--- src/nsp_pkg.sv ---
// Purpose: Shared constants for the legacy NMI, speaker and fast reset ports
// Assumes: 8-bit I/O port cycles decoded on a 16-bit I/O address
// Notes: Port addresses, bit positions, reset values and timing counts
package nsp_pkg;
   // ----------------------------------------------------------------
   // Port addresses
   // ----------------------------------------------------------------
   localparam logic [15:0] NSP_ADDR_STATUS_CTRL = 16'h0061;
   localparam logic [15:0] NSP_ADDR_MASK_INDEX = 16'h0070;
   localparam logic [15:0] NSP_ADDR_FAST_RESET = 16'h0092;

   // ----------------------------------------------------------------
   // Status/control port fields
   // ----------------------------------------------------------------
   localparam int NSP_SC_SERR_STAT = 7;
   localparam int NSP_SC_CHK_STAT = 6;
   localparam int NSP_SC_CNT2_OUT = 5;
   localparam int NSP_SC_REFRESH = 4;
   localparam int NSP_SC_CHK_DIS = 3;
   localparam int NSP_SC_SERR_DIS = 2;
   localparam int NSP_SC_SPK_EN = 1;
   localparam int NSP_SC_CNT2_EN = 0;
   localparam logic [7:0] NSP_SC_RESET = 8'h00;

   // ----------------------------------------------------------------
   // Mask/clock index port fields
   // ----------------------------------------------------------------
   localparam int NSP_MI_MASK = 7;
   localparam int NSP_MI_INDEX_W = 7;
   localparam logic NSP_MI_MASK_RESET = 1'b1;
   localparam logic [6:0] NSP_MI_INDEX_RESET = 7'h00;

   // ----------------------------------------------------------------
   // Fast reset / A20 port fields
   // ----------------------------------------------------------------
   localparam int NSP_FR_A20 = 1;
   localparam int NSP_FR_RESET_BIT = 0;
   localparam logic [7:0] NSP_FR_FIXED = 8'h24;
   localparam logic [7:0] NSP_FR_RESET = 8'h24;

   // ----------------------------------------------------------------
   // Timing: reset pulse length in ISA system clock periods
   // ----------------------------------------------------------------
   localparam int NSP_FAST_RST_CYCLES = 4;
   localparam int NSP_CNT_W = 3;

   // Pulse generator states
   typedef enum logic [1:0] {
      NSP_PG_IDLE,
      NSP_PG_PULSE,
      NSP_PG_WAIT_CLEAR
   } nsp_pulse_state_type;
endpackage

--- src/nsp_pulse_gen.sv ---
// Purpose: Fixed-length active-low pulse from a control bit rising edge
// Assumes: Control bit is a register on the same clock
// Notes: Re-arms only once the control bit has been seen low
module nsp_pulse_gen
   import nsp_pkg::*;
#(
   parameter int PULSE_CYCLES = NSP_FAST_RST_CYCLES
) (
   input wire logic i_clk,
   input wire logic i_rst_b,
   input wire logic i_ctrl,
   output logic o_pulse_n
);
   nsp_pulse_state_type state_reg;
   logic [NSP_CNT_W-1:0] count_reg;

   // ----------------------------------------------------------------
   // Pulse sequencer
   // ----------------------------------------------------------------
   // Holding the bit at 1 gives one pulse only; software must clear it first
   always_ff @(posedge i_clk or negedge i_rst_b) begin
      if (!i_rst_b) begin
         state_reg <= NSP_PG_IDLE;
         count_reg <= '0;
         o_pulse_n <= 1'b1;
      end else begin
         case (state_reg)
            NSP_PG_IDLE: begin
               if (i_ctrl) begin
                  state_reg <= NSP_PG_PULSE;
                  count_reg <= NSP_CNT_W'(PULSE_CYCLES - 1);
                  o_pulse_n <= 1'b0;
               end
            end
            NSP_PG_PULSE: begin
               if (count_reg == '0) begin
                  state_reg <= NSP_PG_WAIT_CLEAR;
                  o_pulse_n <= 1'b1;
               end else begin
                  count_reg <= count_reg - 1'b1;
               end
            end
            NSP_PG_WAIT_CLEAR: begin
               if (!i_ctrl) begin
                  state_reg <= NSP_PG_IDLE;
               end
            end
            default: begin
               state_reg <= NSP_PG_IDLE;
               o_pulse_n <= 1'b1;
            end
         endcase
      end
   end
endmodule // nsp_pulse_gen

--- src/nsp_ports.sv ---
// Purpose: Legacy NMI status/control, NMI mask/clock index and fast reset ports
// Assumes: One I/O cycle strobe per access on the ISA system clock
// Notes: Every access to the mask port, and to the fast reset port while chip-select B enables it, is echoed to ISA
module nsp_ports
   import nsp_pkg::*;
#(
   parameter int PULSE_CYCLES = NSP_FAST_RST_CYCLES
) (
   input wire logic I_CLK,
   input wire logic I_RST_B,
   input wire logic i_IO_STB,
   input wire logic i_IO_WR,
   input wire logic [15:0] i_IO_ADDR,
   input wire logic [7:0] i_IO_WDATA,
   input wire logic i_SERR_N,
   input wire logic i_IOCHK_N,
   input wire logic i_CNT2_OUT,
   input wire logic i_REFRESH_DONE,
   input wire logic i_CSB_PORT92_EN,
   output logic [7:0] o_IO_RDATA,
   output logic o_IO_CLAIM,
   output logic o_ISA_FORWARD,
   output logic o_NMI,
   output logic o_CNT2_GATE,
   output logic o_SPEAKER_OUT,
   output logic o_ALTERNATE_A20_GATE,
   output logic o_FAST_CPU_RESET_N,
   output logic [6:0] o_RTC_INDEX
);
   // ----------------------------------------------------------------
   // Input synchronisers
   // ----------------------------------------------------------------
   logic serr_meta_reg;
   logic serr_sync_reg;
   logic serr_prev_reg;
   logic chk_meta_reg;
   logic chk_sync_reg;
   logic cnt2_meta_reg;
   logic cnt2_sync_reg;
   logic refr_meta_reg;
   logic refr_sync_reg;
   logic refr_prev_reg;

   // Pins come from other domains; two flops before any logic
   // System error resets to its idle high level, so no false edge after reset
   always_ff @(posedge I_CLK or negedge I_RST_B) begin
      if (!I_RST_B) begin
         serr_meta_reg <= 1'b1;
         serr_sync_reg <= 1'b1;
         serr_prev_reg <= 1'b1;
      end else begin
         serr_meta_reg <= i_SERR_N;
         serr_sync_reg <= serr_meta_reg;
         serr_prev_reg <= serr_sync_reg;
      end
   end

   // Channel check level, idle high
   always_ff @(posedge I_CLK or negedge I_RST_B) begin
      if (!I_RST_B) begin
         chk_meta_reg <= 1'b1;
         chk_sync_reg <= 1'b1;
      end else begin
         chk_meta_reg <= i_IOCHK_N;
         chk_sync_reg <= chk_meta_reg;
      end
   end

   // Counter 2 output level; meaningless until software programs the counter
   always_ff @(posedge I_CLK or negedge I_RST_B) begin
      if (!I_RST_B) begin
         cnt2_meta_reg <= 1'b0;
         cnt2_sync_reg <= 1'b0;
      end else begin
         cnt2_meta_reg <= i_CNT2_OUT;
         cnt2_sync_reg <= cnt2_meta_reg;
      end
   end

   // Refresh done, idle low; third flop gives the rising edge
   always_ff @(posedge I_CLK or negedge I_RST_B) begin
      if (!I_RST_B) begin
         refr_meta_reg <= 1'b0;
         refr_sync_reg <= 1'b0;
         refr_prev_reg <= 1'b0;
      end else begin
         refr_meta_reg <= i_REFRESH_DONE;
         refr_sync_reg <= refr_meta_reg;
         refr_prev_reg <= refr_sync_reg;
      end
   end

   // ----------------------------------------------------------------
   // Address decode
   // ----------------------------------------------------------------
   logic hit_sc;
   logic hit_mi;
   logic hit_fr;
   logic wr_sc;
   logic wr_mi;
   logic wr_fr;
   logic serr_event;
   logic refr_event;

   // Fast reset port is invisible unless chip-select B enables it
   always_comb begin
      hit_sc = 1'b0;
      hit_mi = 1'b0;
      hit_fr = 1'b0;
      if (i_IO_ADDR == NSP_ADDR_STATUS_CTRL) begin
         hit_sc = i_IO_STB;
      end else if (i_IO_ADDR == NSP_ADDR_MASK_INDEX) begin
         hit_mi = i_IO_STB;
      end else if (i_IO_ADDR == NSP_ADDR_FAST_RESET) begin
         hit_fr = i_IO_STB & i_CSB_PORT92_EN;
      end
   end

   assign wr_sc = hit_sc & i_IO_WR;
   assign wr_mi = hit_mi & i_IO_WR;
   assign wr_fr = hit_fr & i_IO_WR;
   // System error is a pulse: catch the falling edge
   assign serr_event = serr_prev_reg & ~serr_sync_reg;
   assign refr_event = refr_sync_reg & ~refr_prev_reg;

   // ----------------------------------------------------------------
   // Status/control port: control bits
   // ----------------------------------------------------------------
   logic chk_dis_reg;
   logic serr_dis_reg;
   logic spk_en_reg;
   logic cnt2_en_reg;

   // Read-only positions in the write data are ignored
   always_ff @(posedge I_CLK or negedge I_RST_B) begin
      if (!I_RST_B) begin
         chk_dis_reg <= NSP_SC_RESET[NSP_SC_CHK_DIS];
         serr_dis_reg <= NSP_SC_RESET[NSP_SC_SERR_DIS];
         spk_en_reg <= NSP_SC_RESET[NSP_SC_SPK_EN];
         cnt2_en_reg <= NSP_SC_RESET[NSP_SC_CNT2_EN];
      end else if (wr_sc) begin
         chk_dis_reg <= i_IO_WDATA[NSP_SC_CHK_DIS];
         serr_dis_reg <= i_IO_WDATA[NSP_SC_SERR_DIS];
         spk_en_reg <= i_IO_WDATA[NSP_SC_SPK_EN];
         cnt2_en_reg <= i_IO_WDATA[NSP_SC_CNT2_EN];
      end
   end

   // ----------------------------------------------------------------
   // Status/control port: latched status
   // ----------------------------------------------------------------
   logic serr_stat_reg;
   logic chk_stat_reg;
   logic refr_tog_reg;

   // Disable bit holds status clear; a new event while enabled wins
   always_ff @(posedge I_CLK or negedge I_RST_B) begin
      if (!I_RST_B) begin
         serr_stat_reg <= 1'b0;
      end else if (serr_event && !serr_dis_reg) begin
         serr_stat_reg <= 1'b1;
      end else if (serr_dis_reg) begin
         serr_stat_reg <= 1'b0;
      end
   end

   // Channel check is a level; it re-latches while still asserted
   always_ff @(posedge I_CLK or negedge I_RST_B) begin
      if (!I_RST_B) begin
         chk_stat_reg <= 1'b0;
      end else if (!chk_sync_reg && !chk_dis_reg) begin
         chk_stat_reg <= 1'b1;
      end else if (chk_dis_reg) begin
         chk_stat_reg <= 1'b0;
      end
   end

   // Refresh toggle
   always_ff @(posedge I_CLK or negedge I_RST_B) begin
      if (!I_RST_B) begin
         refr_tog_reg <= 1'b0;
      end else if (refr_event) begin
         refr_tog_reg <= ~refr_tog_reg;
      end
   end

   // ----------------------------------------------------------------
   // Mask / clock index port
   // ----------------------------------------------------------------
   logic nmi_mask_reg;

   // One write updates mask and index together
   always_ff @(posedge I_CLK or negedge I_RST_B) begin
      if (!I_RST_B) begin
         nmi_mask_reg <= NSP_MI_MASK_RESET;
         o_RTC_INDEX <= NSP_MI_INDEX_RESET;
      end else if (wr_mi) begin
         nmi_mask_reg <= i_IO_WDATA[NSP_MI_MASK];
         o_RTC_INDEX <= i_IO_WDATA[NSP_MI_INDEX_W-1:0];
      end
   end

   // ----------------------------------------------------------------
   // Fast reset / A20 port
   // ----------------------------------------------------------------
   logic a20_reg;
   logic fast_rst_reg;

   // Alternate A20 control bit
   always_ff @(posedge I_CLK or negedge I_RST_B) begin
      if (!I_RST_B) begin
         a20_reg <= NSP_FR_RESET[NSP_FR_A20];
      end else if (wr_fr) begin
         a20_reg <= i_IO_WDATA[NSP_FR_A20];
      end
   end

   // Fast reset control bit; the pulse engine watches its level
   always_ff @(posedge I_CLK or negedge I_RST_B) begin
      if (!I_RST_B) begin
         fast_rst_reg <= NSP_FR_RESET[NSP_FR_RESET_BIT];
      end else if (wr_fr) begin
         fast_rst_reg <= i_IO_WDATA[NSP_FR_RESET_BIT];
      end
   end

   // Pulse engine only re-arms after the bit is seen low
   nsp_pulse_gen #(
      .PULSE_CYCLES(PULSE_CYCLES)
   ) u_pulse (
      .i_clk(I_CLK),
      .i_rst_b(I_RST_B),
      .i_ctrl(fast_rst_reg),
      .o_pulse_n(o_FAST_CPU_RESET_N)
   );

   // ----------------------------------------------------------------
   // Outputs to the system
   // ----------------------------------------------------------------
   // Registered to keep outputs glitch-free; costs one clock of latency
   // NMI request: the global mask sits on top of the latched sources
   always_ff @(posedge I_CLK or negedge I_RST_B) begin
      if (!I_RST_B) begin
         o_NMI <= 1'b0;
      end else begin
         o_NMI <= ~nmi_mask_reg & (serr_stat_reg | chk_stat_reg);
      end
   end

   // Counter 2 gate
   always_ff @(posedge I_CLK or negedge I_RST_B) begin
      if (!I_RST_B) begin
         o_CNT2_GATE <= 1'b0;
      end else begin
         o_CNT2_GATE <= cnt2_en_reg;
      end
   end

   // Speaker: disabled forces 0 rather than following the counter
   always_ff @(posedge I_CLK or negedge I_RST_B) begin
      if (!I_RST_B) begin
         o_SPEAKER_OUT <= 1'b0;
      end else begin
         o_SPEAKER_OUT <= spk_en_reg & cnt2_sync_reg;
      end
   end

   // Alternate A20 follows the port bit
   always_ff @(posedge I_CLK or negedge I_RST_B) begin
      if (!I_RST_B) begin
         o_ALTERNATE_A20_GATE <= 1'b0;
      end else begin
         o_ALTERNATE_A20_GATE <= a20_reg;
      end
   end

   // ----------------------------------------------------------------
   // Read data, claim and ISA forwarding
   // ----------------------------------------------------------------
   // Status byte: latched sources, counter level and refresh toggle, then the control bits
   function automatic logic [7:0] sc_read_word(input logic serr, input logic chk,
                                               input logic cnt2, input logic refr,
                                               input logic [3:0] ctrl);
      logic [7:0] w;
      w = 8'h00;
      w[NSP_SC_SERR_STAT] = serr;
      w[NSP_SC_CHK_STAT] = chk;
      w[NSP_SC_CNT2_OUT] = cnt2;
      w[NSP_SC_REFRESH] = refr;
      w[NSP_SC_CHK_DIS:NSP_SC_CNT2_EN] = ctrl;
      return w;
   endfunction

   // Fast reset byte: fixed reserved ones in bits 5 and 2, above the two live bits
   function automatic logic [7:0] fr_read_word(input logic a20, input logic rst);
      logic [7:0] w;
      w = NSP_FR_FIXED;
      w[NSP_FR_A20] = a20;
      w[NSP_FR_RESET_BIT] = rst;
      return w;
   endfunction

   // Local answer and ISA echo strobes, one cycle after the strobe
   always_ff @(posedge I_CLK or negedge I_RST_B) begin
      if (!I_RST_B) begin
         o_IO_CLAIM <= 1'b0;
         o_ISA_FORWARD <= 1'b0;
      end else begin
         o_IO_CLAIM <= hit_sc | hit_fr;
         o_ISA_FORWARD <= hit_mi | hit_fr;
      end
   end

   // Mask port is write-only and reads come from ISA, so no data here
   // Returning to zero after one cycle keeps stale bytes off the bus
   always_ff @(posedge I_CLK or negedge I_RST_B) begin
      if (!I_RST_B) begin
         o_IO_RDATA <= 8'h00;
      end else if (hit_sc && !i_IO_WR) begin
         o_IO_RDATA <= sc_read_word(serr_stat_reg, chk_stat_reg, cnt2_sync_reg,
                                    refr_tog_reg, {chk_dis_reg, serr_dis_reg,
                                                   spk_en_reg, cnt2_en_reg});
      end else if (hit_fr && !i_IO_WR) begin
         o_IO_RDATA <= fr_read_word(a20_reg, fast_rst_reg);
      end else begin
         o_IO_RDATA <= 8'h00;
      end
   end
endmodule // nsp_ports

--- config.mk ---
export PLATFORM = sky130hd
export DESIGN_NAME = nsp_ports
export DESIGN_NICKNAME = d
export VERILOG_FILES = /design/src/nsp_pkg.sv /design/src/nsp_pulse_gen.sv /design/src/nsp_ports.sv
export SDC_FILE = /design/constraint.sdc
export NUM_CORES = 1
export LEC_CHECK = 0
export BUFFER_PORTS_ARGS = -buffer_cell sky130_fd_sc_hd__buf_2
export CELL_PAD_IN_SITES_DETAIL_PLACEMENT = 1
export CELL_PAD_IN_SITES_GLOBAL_PLACEMENT = 1
export CORE_MARGIN = 10
export CORE_UTILIZATION = 43
export DETAILED_ROUTE_END_ITERATION = 7
export PLACE_DENSITY_LB_ADDON = 0.1
export SETUP_SLACK_MARGIN = 0.5
export SLEW_MARGIN = 20
export SYNTH_ARGS = -nofsm -noshare
export SYNTH_HDL_FRONTEND = slang
export SYNTH_HIERARCHICAL = 1
export SYNTH_SLANG_ARGS = --single-unit
--- constraint.sdc ---
create_clock -name I_CLK -period 2 [get_ports I_CLK]
set_input_delay 0 -clock I_CLK [delete_from_list [all_inputs] [get_ports I_CLK]]
set_output_delay 0 -clock I_CLK [all_outputs]
set_load 0.03 [all_outputs]
==> flow_summary.ini <==
[cells_and_area]
drive_gt1_frac = 0.478
largest_register_ff_count = 8
num-fill-cells = 434
layout.area.seq_um2 = 1180
n_antenna_cell = 0
layout.nets = 237
multi_input_area_um2 = 624
area_growth_pct = 33.2

[global_route]
grt_start_max_net_pins = 31
antenna_found_initial = 0
grt_use_total = 0.136
grt_pass1_wl_um = 7910
grt_overflow_total = 0
grt_pass1_vias = 1505

[cts]
htreeDepth = 2
clock_sinks = 47
cts_buffer_depth = 2
root_buffer = clkbuf_8
path_clk_slew_ns = 0.09
clk_latency_ns = 0.30
tritoncts = built
numCtsBuffers = 5

[setup_path]
critPathKind = reg -> reg
required_ns = 2.24
start_kind = register
cp.arrival_ns = 1.66
endpoint_kind = register
r2r_cells = 5
path_max_fanout = 4

[synthesis]
yosys_warnings = 6
synthCells = 125
synthesis.nets = 160
seq_area_frac_synth = 0.649
yosys-top-cells-area = dfrtp_1 (55%), dfstp_2 (10%), mux2_4 (6.6%)
ys_ff_latch = 47
synth_top_area_frac = 0.548
ys_types = 34
synth_area_leader_cell = dfrtp_1
synth_area_per_cell_um2 = 14.6
syn_area_um2 = 1830

[power_and_ir_drop]
p_total_mw = 1.83
p_switching_mw = 0.412
p_int_mw = 1.42
leakage_nw = 1.20
ir_drop_uv = 452
pwr-share-comb = 0.067
switching_share = 0.225
p_per_area_nw_per_um2 = 752
pwr-share-seq = 0.541
pwr-share-clk = 0.392

[placement]
globalplace.congestion = 0.775
dp_hpwl_um = 3570
port_buffers = 54

[timing]
max_slew_margin = 0.556
tightest_slew_ns = 0.666
hold_viol_final = 0
finClkSkew_ns = 0.00673
slew_viol_final = 0
finalSetupViolCount = 0
max_clock_freq_mhz = 700
period_needed_ns = 1.43
rsz0062_at_grt = no
setup_tns_ns = 0
fin_crit_sh = 0.714

[floorplanning]
die_y_um = 85.2
core_area_um2 = 4060
initial_core_util = 0.450
die_w_um = 85.2
rows = 23
boundaryPins = 55
die_area_um2 = 7260

[drt]
avgViaCountPerCell = 5.08
drt_iter0_drc = 40
wl_um = 4870
num_vias = 1285
first_pass_iters = 3
drc = 0
wl_per_cell_um = 19.2
ant_nets = 0

[min_path]
hp-class = in -> reg
hold_depth = 3

[status]
status = finished, final reports clean

[run]
cap_violations = 0
[through the flow]
| stage | util | setup slack (ns) | area (µm²) | instances | hold WS, ns |
|---|---|---|---|---|---|
| 6_report | 0.600 | 0.572 | 2430 | 253 | 0.0403 |
| 5_1_grt | 0.600 | 0.514 | 2430 | 253 | 0.0486 |
| 4_1_cts | 0.599 | 0.536 | 2430 | 253 | 0.0383 |
| 3_5_place_dp | 0.536 | 0.345 | 2170 | 231 | 0.0766 |
| 3_3_place_gp | 0.536 | 0.435 | 2170 | 231 | 0.0524 |
| 2_1_floorplan | - | 0.629 | 1830 | 125 | -0.296 |
[kinds of logic (layout without fill, tap and decap cells)]
logic type,Yosys count,count (layout),share of synthesized area
buffers and inverters,6,84,0.0123
muxes,16,16,0.115
DFF,47,47,0.649
xor gates and xnor gates,1,1,0.00480
AOI/OAI and AO/OA,15,15,0.0562
adders and majority gates,2,2,0.0137
and+or+nand+nor,38,38,0.149
[synth_stat cells]
cell and n:
a21oi_1 8, a22o_1 1, a22oi_1 2, a31oi_2 1, a32o_1 1, and2_1 4, and2b_1 1, and3b_1 1
and4bb_2 1, dfrtp_1 40, dfstp_2 7, ha_1 2, inv_1 6, mux2_1 2, mux2_2 6, mux2_4 8
nand2_1 3, nand2b_1 3, nand3_2 1, nand3b_1 2, nand4_1 1, nand4b_1 1, nor2_1 8, nor2b_1 1
nor3_1 4, nor3_2 1, nor3_4 1, nor3b_1 1, nor4_4 2, o21ai_1 1, o21bai_2 1, or3_1 1
or4b_1 1, xnor2_1 1
[final cells by class]
type | count | share of cell area
Clock inverter | 3 | 0.0195
Timing Repair Buffer | 70 | 0.174
Clock buffer | 5 | 0.0283
Sequential cell | 47 | 0.487
Inverter | 6 | 0.00925
Tap cell | 50 | 0.0257
Multi-Input combinational cell | 72 | 0.257
[critical path: stages, from the launching register on]
cell and delay [ns]:
dfrtp_1 0.38, inv_2 0.05, ha_2 0.20, or4b_1 0.47, o21ai_1 0.09, a22o_1 0.17
[per-layer routing]
metal  track usage  wire [µm]  up-vias
met3        0.0459        271       12
met2         0.246       2610       39
met4        0.0479        117        0
met5             0          0        -
li1              -          -      588
met1         0.143       1870      646
[layout by cell type (no fill, tap or decap), types with 2 or more instances in the layout]
cell           synthesis  routed
a21oi_1                8       8
a22oi_1                2       2
and2_1                 4       4
buf_2                  0      54
buf_4                  0       3
clkbuf_8               0       5
dfrtp_1               40      40
dfstp_2                7       7
dlygate4sd3_1          0      13
ha_2                   0       2
inv_1                  6       5
mux2_1                 2       2
mux2_2                 6       6
mux2_4                 8       8
nand2_1                3       3
nand2b_1               3       3
nand3b_1               2       2
nor2_1                 8       8
nor3_1                 4       4
nor4_4                 2       2
[power by group through the flow]
| stage | Clock, mW | Sequential (mW) | Combinational (mW) |
|---|---|---|---|
| finish | 0.718 | 0.990 | 0.122 |
| global route | 0.784 | 0.994 | 0.136 |
| CTS | 0.731 | 0.991 | 0.123 |
| detailed placement | 0 | 1.01 | 0.100 |
| global placement | 0 | 1.01 | 0.0939 |
| floorplan | 0 | 1.01 | 0.0309 |
[worst paths after layout]
check,from,to,slack (ns)
min in group asynchronous,I_RST_B,o_IO_RDATA[4],0.26
setup / recovery,u_pulse/count_reg[0],u_pulse/count_reg[2],0.57
hold / removal,i_IO_ADDR[5],o_IO_CLAIM,0.04
max in group asynchronous,I_RST_B,serr_dis_reg,1.03
setup reg to reg,u_pulse/count_reg[0],u_pulse/count_reg[2],0.57
hold reg to reg,chk_meta_reg,chk_sync_reg,0.35
[repair_timing]
action	CTS	global route
gates cloned	0	0
gates resized for setup	0	3
hold endpoints to repair	40	0
hold buffers	13	0
endpoints found under the setup margin	1	3
setup buffers	1	0
No activity file was read; power rests on OpenSTA's default activity.
